File: src/design/flash_table_pkg.sv
`default_nettype none
package flash_table_pkg;

    // ----------------------------------------------------------------
    // register addresses in the special function space
    // ----------------------------------------------------------------
    localparam logic [11:0] MEMORY_CONTROL_ADDR = 12'hfa6;
    localparam logic [11:0] UNLOCK_SEQUENCE_ADDR = 12'hfa7;
    localparam logic [11:0] TABLE_LATCH_ADDR = 12'hff5;
    localparam logic [11:0] POINTER_LOW_ADDR = 12'hff6;
    localparam logic [11:0] POINTER_HIGH_ADDR = 12'hff7;
    localparam logic [11:0] POINTER_UPPER_ADDR = 12'hff8;

    // ----------------------------------------------------------------
    // values, widths and reset values
    // ----------------------------------------------------------------
    localparam logic [7:0] UNLOCK_FIRST = 8'h55;
    localparam logic [7:0] UNLOCK_SECOND = 8'haa;
    localparam logic [7:0] MEMORY_CONTROL_RESET = 8'h00;
    localparam logic [7:0] TABLE_LATCH_RESET = 8'h00;
    localparam logic [21:0] POINTER_RESET = 22'h000000;
    localparam logic [15:0] NOP_WORD = 16'h0000;
    localparam int PTR_W = 22;
    localparam int HOLD_COUNT = 8;
    localparam int HOLD_IDX_W = 3;
    localparam int ERASE_LOW_BITS = 6;
    localparam int UPPER_BITS = 6;

    // ----------------------------------------------------------------
    // timing
    // ----------------------------------------------------------------
    localparam int CLK_MHZ = 100;
    localparam int PROG_TIME_US = 2000;
    localparam int PROG_TIME_CYCLES = PROG_TIME_US * CLK_MHZ;
    localparam int TIMER_W = 18;

    // ----------------------------------------------------------------
    // types
    // ----------------------------------------------------------------
    typedef enum logic [1:0] {
        PTR_KEEP = 2'b00,
        PTR_POST_INC = 2'b01,
        PTR_POST_DEC = 2'b10,
        PTR_PRE_INC = 2'b11
    } ptr_mode_t;

    typedef enum logic [1:0] {
        UNL_IDLE = 2'b00,
        UNL_FIRST = 2'b01,
        UNL_ARMED = 2'b11
    } unlock_state_t;

    typedef enum logic [1:0] {
        CYC_IDLE = 2'b00,
        CYC_RUN = 2'b01,
        CYC_DONE = 2'b11
    } cycle_state_t;

    typedef struct packed {
        logic program_memory_select;
        logic config_space_select;
        logic unused;
        logic row_erase_enable;
        logic write_error_flag;
        logic write_enable_bit;
        logic write_start;
        logic read_start;
    } memory_control_t;

    typedef struct packed {
        logic wr;
        logic rd;
        logic [11:0] addr;
        logic [7:0] wdata;
    } sfr_req_t;

    typedef struct packed {
        logic valid;
        logic write;
        ptr_mode_t mode;
    } table_req_t;

    typedef struct packed {
        logic erase;
        logic cfg_space;
        logic [21:0] addr;
        logic [63:0] data;
    } prog_cmd_t;

endpackage : flash_table_pkg
`default_nettype wire

File: src/design/program_flash_table_access.sv
// How it works
// - one-byte reads, 8-byte programming, 64-byte erase
// - only row erase, never bulk erase
// - fetches stall until the timer ends erase or write of program or configuration space
// - any value storable; invalid fetches run as no-op
// - all bytes pass the single table latch
// - bytewise table access, any byte alignment
// - table write fills holding register at pointer bits 2:0
// - timed write programs block at pointer bits 21:3
// - row erase uses pointer bits 21:6 only
// - table read uses all 22 pointer bits
// - four pointer modes change only the low 21 bits
// - pointer bit 21 selects id and configuration space
// - unlock register stores nothing, reads zero
// - memory select: set program memory, clear data eeprom
// - configuration select overrides memory select for erase and write cycles
// - row erase enable turns next start into erase, clears after
// - write enable clear at power-up, gates erase and write cycles, not read start
// - reset mid-cycle sets error flag, keeps select bits
// - write start set-only by software, cleared at finish
// - finish sets sticky write-done flag until software clears
// - read start set-only, one cycle, refused for program memory
// - erase or block write stalls the core about 2 ms
`default_nettype none
module program_flash_table_access
    import flash_table_pkg::*;
#(
    parameter int PROG_CYCLES = PROG_TIME_CYCLES
) (
    input wire logic sys_clk,
    input wire logic reset_n,
    input wire sfr_req_t sfr_req,
    output logic [7:0] sfr_rdata,
    input wire table_req_t table_req,
    output logic table_done,
    output logic flash_rd_en,
    output logic [21:0] flash_rd_addr,
    input wire logic [7:0] flash_rd_data,
    output logic prog_start,
    output prog_cmd_t prog_cmd,
    output logic eeprom_wr_start,
    output logic eeprom_rd_start,
    output logic fetch_stall,
    input wire logic [15:0] fetch_word,
    input wire logic fetch_invalid,
    output logic [15:0] exec_word,
    input wire logic master_clear_pin_n,
    input wire logic watchdog_reset,
    output logic write_done_irq_flag,
    input wire logic write_done_irq_clear
);

    // ----------------------------------------------------------------
    // helpers
    // ----------------------------------------------------------------
    // no carry or borrow reaches bit 21
    function automatic logic [21:0] ptr_step(input logic [21:0] p, input logic dec);
        logic [20:0] low;
        low = dec ? (p[20:0] - 21'h000001) : (p[20:0] + 21'h000001);
        return {p[21], low};
    endfunction : ptr_step

    function automatic logic [21:0] ptr_effective(input logic [21:0] p, input ptr_mode_t m);
        return (m == PTR_PRE_INC) ? ptr_step(p, 1'b0) : p;
    endfunction : ptr_effective

    function automatic logic [21:0] ptr_after(input logic [21:0] p, input ptr_mode_t m);
        logic [21:0] r;
        r = p;
        case (m)
            PTR_POST_INC: r = ptr_step(p, 1'b0);
            PTR_POST_DEC: r = ptr_step(p, 1'b1);
            PTR_PRE_INC: r = ptr_step(p, 1'b0);
            default: r = p;
        endcase
        return r;
    endfunction : ptr_after

    // ----------------------------------------------------------------
    // reset sources
    // ----------------------------------------------------------------
    logic master_clear_pin_meta_q;
    logic master_clear_pin_sync_q;
    logic soft_reset;

    // asynchronous pin, two flops
    always_ff @(posedge sys_clk or negedge reset_n) begin
        if (!reset_n) begin
            master_clear_pin_meta_q <= 1'b1;
            master_clear_pin_sync_q <= 1'b1;
        end else begin
            master_clear_pin_meta_q <= master_clear_pin_n;
            master_clear_pin_sync_q <= master_clear_pin_meta_q;
        end
    end

    assign soft_reset = !master_clear_pin_sync_q || watchdog_reset;

    // ----------------------------------------------------------------
    // decode
    // ----------------------------------------------------------------
    memory_control_t ctrl_q;
    unlock_state_t unlock_q;
    cycle_state_t cyc_q;
    logic [TIMER_W-1:0] timer_q;
    logic [21:0] ptr_q;
    logic [7:0] latch_q;
    logic [7:0] hold_q [HOLD_COUNT];
    logic [7:0] sfr_rdata_q;
    logic rd_pend_q;
    logic table_done_q;
    logic flash_rd_en_q;
    logic [21:0] flash_rd_addr_q;
    logic prog_start_q;
    prog_cmd_t prog_cmd_q;
    logic eeprom_wr_start_q;
    logic eeprom_rd_start_q;
    logic stall_q;
    logic [15:0] exec_word_q;
    logic irq_flag_q;
    logic wr_ctrl;
    logic wr_unlock;
    logic start_req;
    logic start_ok;
    logic cycle_end;
    logic table_go;
    logic [21:0] ptr_eff;
    memory_control_t ctrl_wdata;

    assign wr_ctrl = sfr_req.wr && (sfr_req.addr == MEMORY_CONTROL_ADDR);
    assign wr_unlock = sfr_req.wr && (sfr_req.addr == UNLOCK_SEQUENCE_ADDR);
    assign ctrl_wdata = memory_control_t'(sfr_req.wdata);
    // start counts only right after the unlock pair
    assign start_req = wr_ctrl && ctrl_wdata.write_start && !ctrl_q.write_start
        && (unlock_q == UNL_ARMED) && (cyc_q == CYC_IDLE);
    assign start_ok = start_req && ctrl_q.write_enable_bit;
    assign cycle_end = (cyc_q == CYC_RUN) && (timer_q == TIMER_W'(PROG_CYCLES - 1));
    // stalled core: table requests dropped
    assign table_go = table_req.valid && !stall_q;
    assign ptr_eff = ptr_effective(ptr_q, table_req.mode);

    // ----------------------------------------------------------------
    // unlock sequence
    // ----------------------------------------------------------------
    // any other register write breaks the pair
    always_ff @(posedge sys_clk or negedge reset_n) begin
        if (!reset_n) begin
            unlock_q <= UNL_IDLE;
        end else if (soft_reset) begin
            unlock_q <= UNL_IDLE;
        end else if (wr_unlock) begin
            case (unlock_q)
                UNL_IDLE: unlock_q <= (sfr_req.wdata == UNLOCK_FIRST) ? UNL_FIRST : UNL_IDLE;
                UNL_FIRST: unlock_q <= (sfr_req.wdata == UNLOCK_SECOND) ? UNL_ARMED : UNL_IDLE;
                default: unlock_q <= UNL_IDLE;
            endcase
        end else if (sfr_req.wr) begin
            unlock_q <= UNL_IDLE;
        end
    end

    // ----------------------------------------------------------------
    // memory control register
    // ----------------------------------------------------------------
    always_ff @(posedge sys_clk or negedge reset_n) begin
        if (!reset_n) begin
            ctrl_q <= memory_control_t'(MEMORY_CONTROL_RESET);
        end else if (soft_reset) begin
            // selects survive to trace the failed cycle
            ctrl_q.row_erase_enable <= 1'b0;
            ctrl_q.write_enable_bit <= 1'b0;
            ctrl_q.write_start <= 1'b0;
            ctrl_q.read_start <= 1'b0;
            ctrl_q.unused <= 1'b0;
            if (cyc_q != CYC_IDLE) begin
                ctrl_q.write_error_flag <= 1'b1;
            end
        end else begin
            if (wr_ctrl && (cyc_q == CYC_IDLE)) begin
                ctrl_q.program_memory_select <= ctrl_wdata.program_memory_select;
                ctrl_q.config_space_select <= ctrl_wdata.config_space_select;
                ctrl_q.row_erase_enable <= ctrl_wdata.row_erase_enable;
                ctrl_q.write_error_flag <= ctrl_wdata.write_error_flag;
                ctrl_q.write_enable_bit <= ctrl_wdata.write_enable_bit;
            end
            if (start_ok) begin
                ctrl_q.write_start <= 1'b1;
            end else if (cycle_end) begin
                ctrl_q.write_start <= 1'b0;
                if (prog_cmd_q.erase) begin
                    ctrl_q.row_erase_enable <= 1'b0;
                end
            end
            // read start is refused while program memory is selected
            if (wr_ctrl && ctrl_wdata.read_start && !ctrl_q.read_start
                && !ctrl_wdata.program_memory_select && !ctrl_q.program_memory_select) begin
                ctrl_q.read_start <= 1'b1;
            end else begin
                ctrl_q.read_start <= 1'b0;
            end
        end
    end

    // ----------------------------------------------------------------
    // self-timed cycle
    // ----------------------------------------------------------------
    always_ff @(posedge sys_clk or negedge reset_n) begin
        if (!reset_n) begin
            cyc_q <= CYC_IDLE;
            timer_q <= '0;
        end else if (soft_reset) begin
            cyc_q <= CYC_IDLE;
            timer_q <= '0;
        end else begin
            case (cyc_q)
                CYC_IDLE: begin
                    timer_q <= '0;
                    if (start_ok) begin
                        cyc_q <= CYC_RUN;
                    end
                end
                CYC_RUN: begin
                    timer_q <= timer_q + TIMER_W'(1);
                    if (cycle_end) begin
                        cyc_q <= CYC_DONE;
                    end
                end
                default: begin
                    cyc_q <= CYC_IDLE;
                    timer_q <= '0;
                end
            endcase
        end
    end

    // eeprom cycles leave fetches running
    always_ff @(posedge sys_clk or negedge reset_n) begin
        if (!reset_n) begin
            stall_q <= 1'b0;
        end else if (soft_reset || cycle_end) begin
            stall_q <= 1'b0;
        end else if (start_ok && (ctrl_q.program_memory_select || ctrl_q.config_space_select)) begin
            stall_q <= 1'b1;
        end
    end

    // ----------------------------------------------------------------
    // array commands
    // ----------------------------------------------------------------
    always_ff @(posedge sys_clk or negedge reset_n) begin
        if (!reset_n) begin
            prog_start_q <= 1'b0;
            eeprom_wr_start_q <= 1'b0;
            prog_cmd_q <= '0;
        end else begin
            prog_start_q <= 1'b0;
            eeprom_wr_start_q <= 1'b0;
            if (start_ok && !soft_reset) begin
                if (ctrl_q.config_space_select) begin
                    prog_start_q <= 1'b1;
                end else if (ctrl_q.program_memory_select) begin
                    prog_start_q <= 1'b1;
                end else begin
                    eeprom_wr_start_q <= 1'b1;
                end
                prog_cmd_q.cfg_space <= ctrl_q.config_space_select;
                prog_cmd_q.erase <= ctrl_q.row_erase_enable;
                if (ctrl_q.row_erase_enable) begin
                    // only row erase exists
                    prog_cmd_q.addr <= {ptr_q[21:ERASE_LOW_BITS],
                        {ERASE_LOW_BITS{1'b0}}};
                end else begin
                    prog_cmd_q.addr <= {ptr_q[21:HOLD_IDX_W], {HOLD_IDX_W{1'b0}}};
                end
                for (int i = 0; i < HOLD_COUNT; i++) begin
                    prog_cmd_q.data[i*8 +: 8] <= hold_q[i];
                end
            end
        end
    end

    always_ff @(posedge sys_clk or negedge reset_n) begin
        if (!reset_n) begin
            eeprom_rd_start_q <= 1'b0;
        end else begin
            eeprom_rd_start_q <= wr_ctrl && ctrl_wdata.read_start && !ctrl_q.read_start
                && !ctrl_wdata.program_memory_select && !ctrl_q.program_memory_select
                && !soft_reset;
        end
    end

    // ----------------------------------------------------------------
    // table pointer
    // ----------------------------------------------------------------
    // a register write beats the automatic update
    always_ff @(posedge sys_clk or negedge reset_n) begin
        if (!reset_n) begin
            ptr_q <= POINTER_RESET;
        end else if (soft_reset) begin
            ptr_q <= POINTER_RESET;
        end else if (sfr_req.wr && (sfr_req.addr == POINTER_LOW_ADDR)) begin
            ptr_q[7:0] <= sfr_req.wdata;
        end else if (sfr_req.wr && (sfr_req.addr == POINTER_HIGH_ADDR)) begin
            ptr_q[15:8] <= sfr_req.wdata;
        end else if (sfr_req.wr && (sfr_req.addr == POINTER_UPPER_ADDR)) begin
            ptr_q[21:16] <= sfr_req.wdata[UPPER_BITS-1:0];
        end else if (table_go) begin
            ptr_q <= ptr_after(ptr_q, table_req.mode);
        end
    end

    // ----------------------------------------------------------------
    // table read path
    // ----------------------------------------------------------------
    always_ff @(posedge sys_clk or negedge reset_n) begin
        if (!reset_n) begin
            flash_rd_en_q <= 1'b0;
            flash_rd_addr_q <= POINTER_RESET;
            rd_pend_q <= 1'b0;
        end else begin
            flash_rd_en_q <= table_go && !table_req.write && !soft_reset;
            rd_pend_q <= table_go && !table_req.write && !soft_reset;
            if (table_go && !table_req.write) begin
                flash_rd_addr_q <= ptr_eff;
            end
        end
    end

    always_ff @(posedge sys_clk or negedge reset_n) begin
        if (!reset_n) begin
            table_done_q <= 1'b0;
        end else begin
            table_done_q <= (table_go && table_req.write) || rd_pend_q;
        end
    end

    // ----------------------------------------------------------------
    // latch and holding registers
    // ----------------------------------------------------------------
    always_ff @(posedge sys_clk or negedge reset_n) begin
        if (!reset_n) begin
            latch_q <= TABLE_LATCH_RESET;
        end else if (soft_reset) begin
            latch_q <= TABLE_LATCH_RESET;
        end else if (sfr_req.wr && (sfr_req.addr == TABLE_LATCH_ADDR)) begin
            latch_q <= sfr_req.wdata;
        end else if (rd_pend_q) begin
            latch_q <= flash_rd_data;
        end
    end

    always_ff @(posedge sys_clk or negedge reset_n) begin
        if (!reset_n) begin
            for (int i = 0; i < HOLD_COUNT; i++) begin
                hold_q[i] <= 8'h00;
            end
        end else if (table_go && table_req.write && !soft_reset) begin
            hold_q[ptr_eff[HOLD_IDX_W-1:0]] <= latch_q;
        end
    end

    // ----------------------------------------------------------------
    // register reads
    // ----------------------------------------------------------------
    always_ff @(posedge sys_clk or negedge reset_n) begin
        if (!reset_n) begin
            sfr_rdata_q <= 8'h00;
        end else if (!sfr_req.rd) begin
            sfr_rdata_q <= 8'h00;
        end else if (sfr_req.addr == MEMORY_CONTROL_ADDR) begin
            sfr_rdata_q <= {ctrl_q[7:6], 1'b0, ctrl_q[4:0]};
        end else if (sfr_req.addr == UNLOCK_SEQUENCE_ADDR) begin
            sfr_rdata_q <= 8'h00;
        end else if (sfr_req.addr == TABLE_LATCH_ADDR) begin
            sfr_rdata_q <= latch_q;
        end else if (sfr_req.addr == POINTER_LOW_ADDR) begin
            sfr_rdata_q <= ptr_q[7:0];
        end else if (sfr_req.addr == POINTER_HIGH_ADDR) begin
            sfr_rdata_q <= ptr_q[15:8];
        end else if (sfr_req.addr == POINTER_UPPER_ADDR) begin
            sfr_rdata_q <= {2'b00, ptr_q[21:16]};
        end else begin
            sfr_rdata_q <= 8'h00;
        end
    end

    // ----------------------------------------------------------------
    // completion flag and fetch filter
    // ----------------------------------------------------------------
    // set beats clear in one cycle
    always_ff @(posedge sys_clk or negedge reset_n) begin
        if (!reset_n) begin
            irq_flag_q <= 1'b0;
        end else if (cycle_end && !soft_reset) begin
            irq_flag_q <= 1'b1;
        end else if (write_done_irq_clear) begin
            irq_flag_q <= 1'b0;
        end
    end

    always_ff @(posedge sys_clk or negedge reset_n) begin
        if (!reset_n) begin
            exec_word_q <= NOP_WORD;
        end else begin
            exec_word_q <= fetch_invalid ? NOP_WORD : fetch_word;
        end
    end

    // ----------------------------------------------------------------
    // outputs
    // ----------------------------------------------------------------
    assign sfr_rdata = sfr_rdata_q;
    assign table_done = table_done_q;
    assign flash_rd_en = flash_rd_en_q;
    assign flash_rd_addr = flash_rd_addr_q;
    assign prog_start = prog_start_q;
    assign prog_cmd = prog_cmd_q;
    assign eeprom_wr_start = eeprom_wr_start_q;
    assign eeprom_rd_start = eeprom_rd_start_q;
    assign fetch_stall = stall_q;
    assign exec_word = exec_word_q;
    assign write_done_irq_flag = irq_flag_q;

endmodule : program_flash_table_access
`default_nettype wire

File: config.mk
export PLATFORM = sky130hd
export DESIGN_NAME = program_flash_table_access
export DESIGN_NICKNAME = d
export VERILOG_FILES = /design/src/design/flash_table_pkg.sv /design/src/design/program_flash_table_access.sv
export SDC_FILE = /design/constraint.sdc
export NUM_CORES = 1
export LEC_CHECK = 0
export ABC_CLOCK_PERIOD_IN_PS = 3300
export BUFFER_PORTS_ARGS = -buffer_cell sky130_fd_sc_hd__buf_2
export CELL_PAD_IN_SITES_DETAIL_PLACEMENT = 1
export CELL_PAD_IN_SITES_GLOBAL_PLACEMENT = 2
export CORE_ASPECT_RATIO = 0.6
export CORE_MARGIN = 3
export CORE_UTILIZATION = 36
export CTS_BUF_LIST = sky130_fd_sc_hd__clkbuf_4
export DETAILED_ROUTE_END_ITERATION = 8
export PLACE_DENSITY_LB_ADDON = 0.25
export SLEW_MARGIN = 20
export SYNTH_ARGS = -nofsm -noshare
export SYNTH_HDL_FRONTEND = slang
export SYNTH_SLANG_ARGS = --single-unit
File: constraint.sdc
create_clock -name sys_clk -period 3.3 [get_ports sys_clk]
set_clock_uncertainty 0.1 [all_clocks]
set_input_delay 0.495 -clock sys_clk [delete_from_list [all_inputs] [get_ports sys_clk]]
set_output_delay 0.495 -clock sys_clk [all_outputs]
set_load 0.02 [all_outputs]
==> impl_metrics.ini, run 1 <==
[power_and_ir_drop]
p_leak_nw = 7.42
cellPowerDensity_nw_per_um2 = 462
irDropWorstVdd_mv = 0.244

[floorplanning]
start_util_pct = 37.1
die_y_um = 146
fp-row-count = 50
die_x_um = 239
die_area_um2 = 34900
num_io_pins = 197
fp.coreArea_um2 = 31700

[worst_setup_path]
cp-endpoint = ptr_q[20]
startpoint_type = flip-flop
required_ns = 3.84
r2r_cells = 6
reg2reg_to = ptr_q[20]
reg2reg_slack_ns = 0.44
startpoint = ptr_q[10]
r2r_start = ptr_q[10]
cp-end-kind = flip-flop
crit_type = flip-flop to flip-flop
critPathMaxFanout = 11
crit_arrival_ns = 3.40

[timing]
final.setup.tns_ns = 0
maxSlewHeadroom_pct = 55.8
slew_violations = 0
finalCritPeriodShare_pct = 86.6
setup_viol = 0
hold_viol_final = 0
rsz0062_at_grt = no
fin_crit_ns = 2.86
worst_pin_slew_ns = 0.663
fmax_mhz = 350
holdWs_ns = 0.0769

[drt]
dr.pass1.iters = 5
num_vias = 10100
drt-total-wl_um = 41100
ant_nets = 0
wl_per_cell_um = 21.2
first_iter_violations = 660
avgViaCountPerCell = 5.21
drc = 0

[layout]
synthToLayoutAreaGrowth_pct = 24.4
nFillCells = 3686
drive_gt1_share_pct = 27.7
final_core_util_pct = 46.1
fin_area_um2 = 14600
regArea_um2 = 6560
layout_commonest_cell = nand2_1
final_cell_mix = 306 x nand2_1, 260 x dfrtp_1, 192 x buf_2
nNetsFinal = 1534
multiInputGateArea_um2 = 4860

[logic_synthesis]
synth_top_area_share_pct = 55.4
syn_area_um2 = 11700
ys_ff_latch = 262
synthArstFlopShare_pct = 100
yosys_warnings = 0
synth_flop_cell = dfrtp_1
seq_area_frac_synth_pct = 55.8
syn_avg_cell_area_um2 = 9.82
synthTopCellsByArea = dfrtp_1 55%, nand2_1 9.8%, mux2_2 6.3%
yosys.area.top_type = dfrtp_1
ys_types = 64
synth_cells = 1196
synth-edff-count = 0

[status]
outcome = finished, final reports clean

[clock_tree]
cts_num_sinks = 262
cts_tree = built
max-clock-path-buffers = 3
numCtsBuffers = 67
clkTransAtPathRegs_ns = 0.08
clock_latency_ns = 0.75
cts_setup_buffers = 0
root_buffer = clkbuf_4
h-tree-depth = 3

[placed_design]
io_buffers = 193
dpl.hpwl_um = 28500
post_dp_cell_area_um2 = 13400
finalWeightedCongestion = 0.913

[global_route]
antenna_found_initial = 4
grt_pass1_vias = 10500
grt_overflow_total = 0
grt_start_max_net_pins = 89
grt_pass1_wl_um = 63400
grt_usage_pct = 23.8

[job]
cap_violations = 0

[min_path]
hp-class = input pin to flip-flop
## critical path, cell delays in order, from the launching register on
cell	delay, ns
dfrtp_1	0.55
or4_4	0.62
or3_4	0.42
or4_4	0.57
nand3_1	0.10
nor3_1	0.06
a211o_2	0.32
## state kept, by name, summed over array words and instances (netlist names)
signal and count:
timer_q 18, fetch_stall 1, prog_cmd 85, cyc_q 2
unlock_q 2, hold_q 64, ctrl_q 7, latch_q 8
prog_start 1, master_clear_pin_sync_q 1, sfr_rdata 8, flash_rd_en 1
master_clear_pin_meta_q 1, write_done_irq_flag 1, flash_rd_addr 22, table_done 1
ptr_q 22, eeprom_wr_start 1, exec_word 16
## power by group
part	switching (mW)	internal, mW	total (mW)
clock network	1.37	1.36	2.72
registers	0.0727	3.28	3.35
logic	0.426	0.253	0.679
## timing repair
action / CTS / global route
gates resized for setup: 0 / 0
hold buffers: 45 / 0
setup endpoints to repair: 0 / 0
endpoints found under the hold margin: 106 / 0
## synthesized netlist by cell type, types with 3 or more instances
cell type,instances
nand2_1,306
dfrtp_1,260
nor2_1,80
mux2_2,66
a21oi_1,59
clkbuf_1,54
nand3_1,42
o21ai_0,34
nor2b_1,27
nor3_1,22
xor2_1,20
xnor2_1,16
a22oi_1,13
or3_1,13
mux2i_1,12
nand4_1,12
nor4_1,12
a211oi_1,11
and3_1,11
inv_1,11
buf_2,10
nor3b_1,10
and2_1,7
and4_1,6
buf_1,6
nand2b_1,5
nand3b_1,5
or4_1,5
o31ai_1,4
a31oi_1,3
buf_4,3
ha_1,3
nor4bb_1,3
o211ai_1,3
o22ai_1,3
## how the worst min path moves through the flow
stage | startpoint | end | slack (ns) | cells past startpoint
after floorplan | reset_n | ctrl_q[0] | 0.1 | 0
after global placement | master_clear_pin_meta_q | master_clear_pin_sync_q | 0.25 | 0
after detailed placement | master_clear_pin_meta_q | master_clear_pin_sync_q | 0.25 | 0
after CTS | fetch_invalid | exec_word[0] | 0.004 | 2
after global routing | flash_rd_data[4] | latch_q[4] | 0.03 | 3
final | flash_rd_data[4] | latch_q[4] | 0.08 | 3
## through the flow
stage / setup slack (ns) / total power, mW / std cells
global route: 0.416 / 7.10 / 1933
detailed placement: 0.469 / 4.04 / 1777
CTS: 0.460 / 6.86 / 1928
floorplan: 0.683 / 3.73 / 1198
global placement: 0.480 / 4.03 / 1777
finish: 0.443 / 6.75 / 1934
## cells by family (layout without fill, tap and decap cells)
logic type	after synthesis	count (layout)	share of synthesized area [%]
AND/OR/NAND/NOR	582	582	23.1
flip-flops	262	262	55.8
AO/OA/AOI/OAI	149	149	7.70
buffers and inverters	85	399	2.98
multiplexers	78	78	7.35
XOR/XNOR	36	36	2.68
adder cells (fa/ha/maj)	3	3	0.320
other	1	9	0.0319
## metal layers
| metal | vias to the layer above | GRT usage, % | share of wire [%] |
|---|---|---|---|
| met1 | 5040 | 35.8 | 50 |
| met5 | - | 0 | 0 |
| li1 | 4670 | - | - |
| met2 | 310 | 34.1 | 42 |
| met3 | 62 | 5.30 | 6.0 |
| met4 | 0 | 7.16 | 2.0 |
## area by class of cell
| type | count | share of cell area, % |
|---|---|---|
| repair buffers | 282 | 12.5 |
| inverters | 11 | 0.283 |
| flip-flops and latches | 262 | 44.9 |
| clock inverters | 14 | 0.574 |
| clock buffers | 92 | 4.73 |
| diodes | 6 | 0.103 |
| well taps | 416 | 3.56 |
| multi-input cells | 851 | 33.3 |
(Power assumes the default switching activity.)
==> inputs of run 2 (changes only) <==
- CTS_BUF_LIST: sky130_fd_sc_hd__clkbuf_4 -> sky130_fd_sc_hd__clkbuf_4 sky130_fd_sc_hd__clkbuf_8
==> impl_metrics.ini, run 2 (synthesis gave the netlist of run 1 again) <==
[status]
outcome = finished, final reports clean

[placed_design]
finalWeightedCongestion = 0.913
dpl.hpwl_um = 28500
io_buffers = 193

[power_and_ir_drop]
cellPowerDensity_nw_per_um2 = 492
p_comb_share_pct = 9.1
pwr-share-clk_pct = 43.3
p_sw_mw = 1.85
p_sw_share_pct = 26.4
p_leak_nw = 7.24
irDropWorstVdd_mv = 0.246
p_int_mw = 5.18
seqPwrFrac_pct = 47.7

[layout]
final_cell_mix = 306 x nand2_1, 260 x dfrtp_1, 192 x buf_2
layout_commonest_cell = nand2_1
nNetsFinal = 1467
drive_gt1_share_pct = 27.6
nFillCells = 3658
synthToLayoutAreaGrowth_pct = 21.8
largest_reg_flops = 85

[worst_setup_path]
reg2reg_slack_ns = 0.44
critPathBufInv = 0
required_ns = 3.67
crit_top_cell = or4_4
crit_slowest_cell = or4_4
crit_family = simple AND/OR/NAND/NOR gates
startpoint_type = flip-flop
crit_arrival_ns = 3.23
cp-end-kind = flip-flop
crit_path_max_incr_delay_ns = 0.62
crit_type = flip-flop to flip-flop
critPathMaxFanout = 11
path_cells = or4_4, or3_4, or4_4, nand3_1, nor3_1, a211o_2

[floorplanning]
fp.coreArea_um2 = 31700
die_y_um = 146
die_area_um2 = 34900
die_x_um = 239
num_io_pins = 197
start_util_pct = 37.1
fp-row-count = 50

[clock_tree]
max-clock-path-buffers = 3
clkTransAtPathRegs_ns = 0.07
clock_latency_ns = 0.59
cts_tree = built
h-tree-depth = 2
root_buffer = clkbuf_8
numCtsBuffers = 43
cts_num_sinks = 262

[drt]
dr.pass1.iters = 5
ant_nets = 0
avgViaCountPerCell = 5.24
drc = 0
drt-total-wl_um = 40100
num_vias = 9734
first_iter_violations = 688
wl_per_cell_um = 21.6

[timing]
slew_violations = 0
fmax_mhz = 350
fin_crit_ns = 2.86
final.setup.tns_ns = 0
maxSlewHeadroom_pct = 55.9
holdWs_ns = 0.0283
worst_pin_slew_ns = 0.661
finalCritPeriodShare_pct = 86.5
setup_viol = 0
rsz0062_at_grt = no
hold_viol_final = 0

[global_route]
antenna_found_initial = 3
grt_usage_pct = 23.0
grt_pass1_vias = 10000
grt_overflow_total = 0
grt_pass1_wl_um = 62000
grt_start_max_net_pins = 89

[job]
cap_violations = 0

[min_path]
hp-class = input pin to flip-flop
-- run 2: cell count changes in the layout (fill, tap and decap cells not counted), sizes merged --
| cell | delta |
|---|---|
| diode | -3 |
| dlygate4sd3 | -43 |
| clkinv | -6 |
| inv | -1 |
| clkbuf | -24 |
-- run 2: layout make-up --
type,instances,area [um^2],area share [%]
antenna,3,7.51,0.0525
clock buffer,68,830,5.80
inverter,11,41.3,0.289
sequential,262,6560,45.9
tap,416,520,3.64
multi-input combinational,851,4860,34.0
clock inverter,7,80.1,0.560
timing repair buffer,239,1400,9.80
-- run 2: final timing paths --
check,cells after the start,endpoint,from
worst max-delay path,6,ptr_q[20],ptr_q[10]
worst max register to register,6,ptr_q[20],ptr_q[10]
max in group asynchronous,3,prog_cmd[2],reset_n
min in group asynchronous,2,exec_word[12],reset_n
worst min-delay path,2,write_done_irq_flag,write_done_irq_clear
worst min register to register,0,master_clear_pin_sync_q,master_clear_pin_meta_q
-- run 2: power groups by stage --
stage,Sequential [mW],Clock (mW),Combinational (mW)
after floorplan,3.43,0,0.295
after global placement,3.41,0,0.626
after detailed placement,3.41,0,0.634
after CTS,3.35,3.13,0.639
after global routing,3.36,3.30,0.695
final,3.35,3.05,0.637
-- run 2: metrics by stage --
stage	cells	setup WS (ns)	power, mW	cell area (um^2)	utilization [%]
finish	1857	0.445	7.04	14300	45.2
floorplan	1198	0.683	3.73	11800	-
global placement	1777	0.480	4.03	13400	42.2
detailed placement	1777	0.469	4.04	13400	42.2
CTS	1854	0.454	7.12	14300	45.2
global route	1856	0.414	7.36	14300	45.2
-- run 2: timing repair --
| action | in CTS | in global routing |
|---|---|---|
| hold buffers | 2 | 0 |
| setup endpoints to repair | 0 | 0 |
| gates resized for setup | 0 | 0 |
| buffers inserted | 0 | 0 |
| endpoints found under the hold margin | 69 | 0 |
-- run 2: worst reg2reg max path: stages, from the launching register on --
cell and delay [ns]:
dfrtp_1 0.55, or4_4 0.62, or3_4 0.42, or4_4 0.57, nand3_1 0.10, nor3_1 0.06
a211o_2 0.32
-- run 2: metal layers --
metal	vias up	part of all wire, %	track usage (%)
met3	49	6.2	4.77
met4	0	1.4	5.19
met5	-	0	0
li1	4509	-	-
met1	4886	50	35.7
met2	290	42	32.9
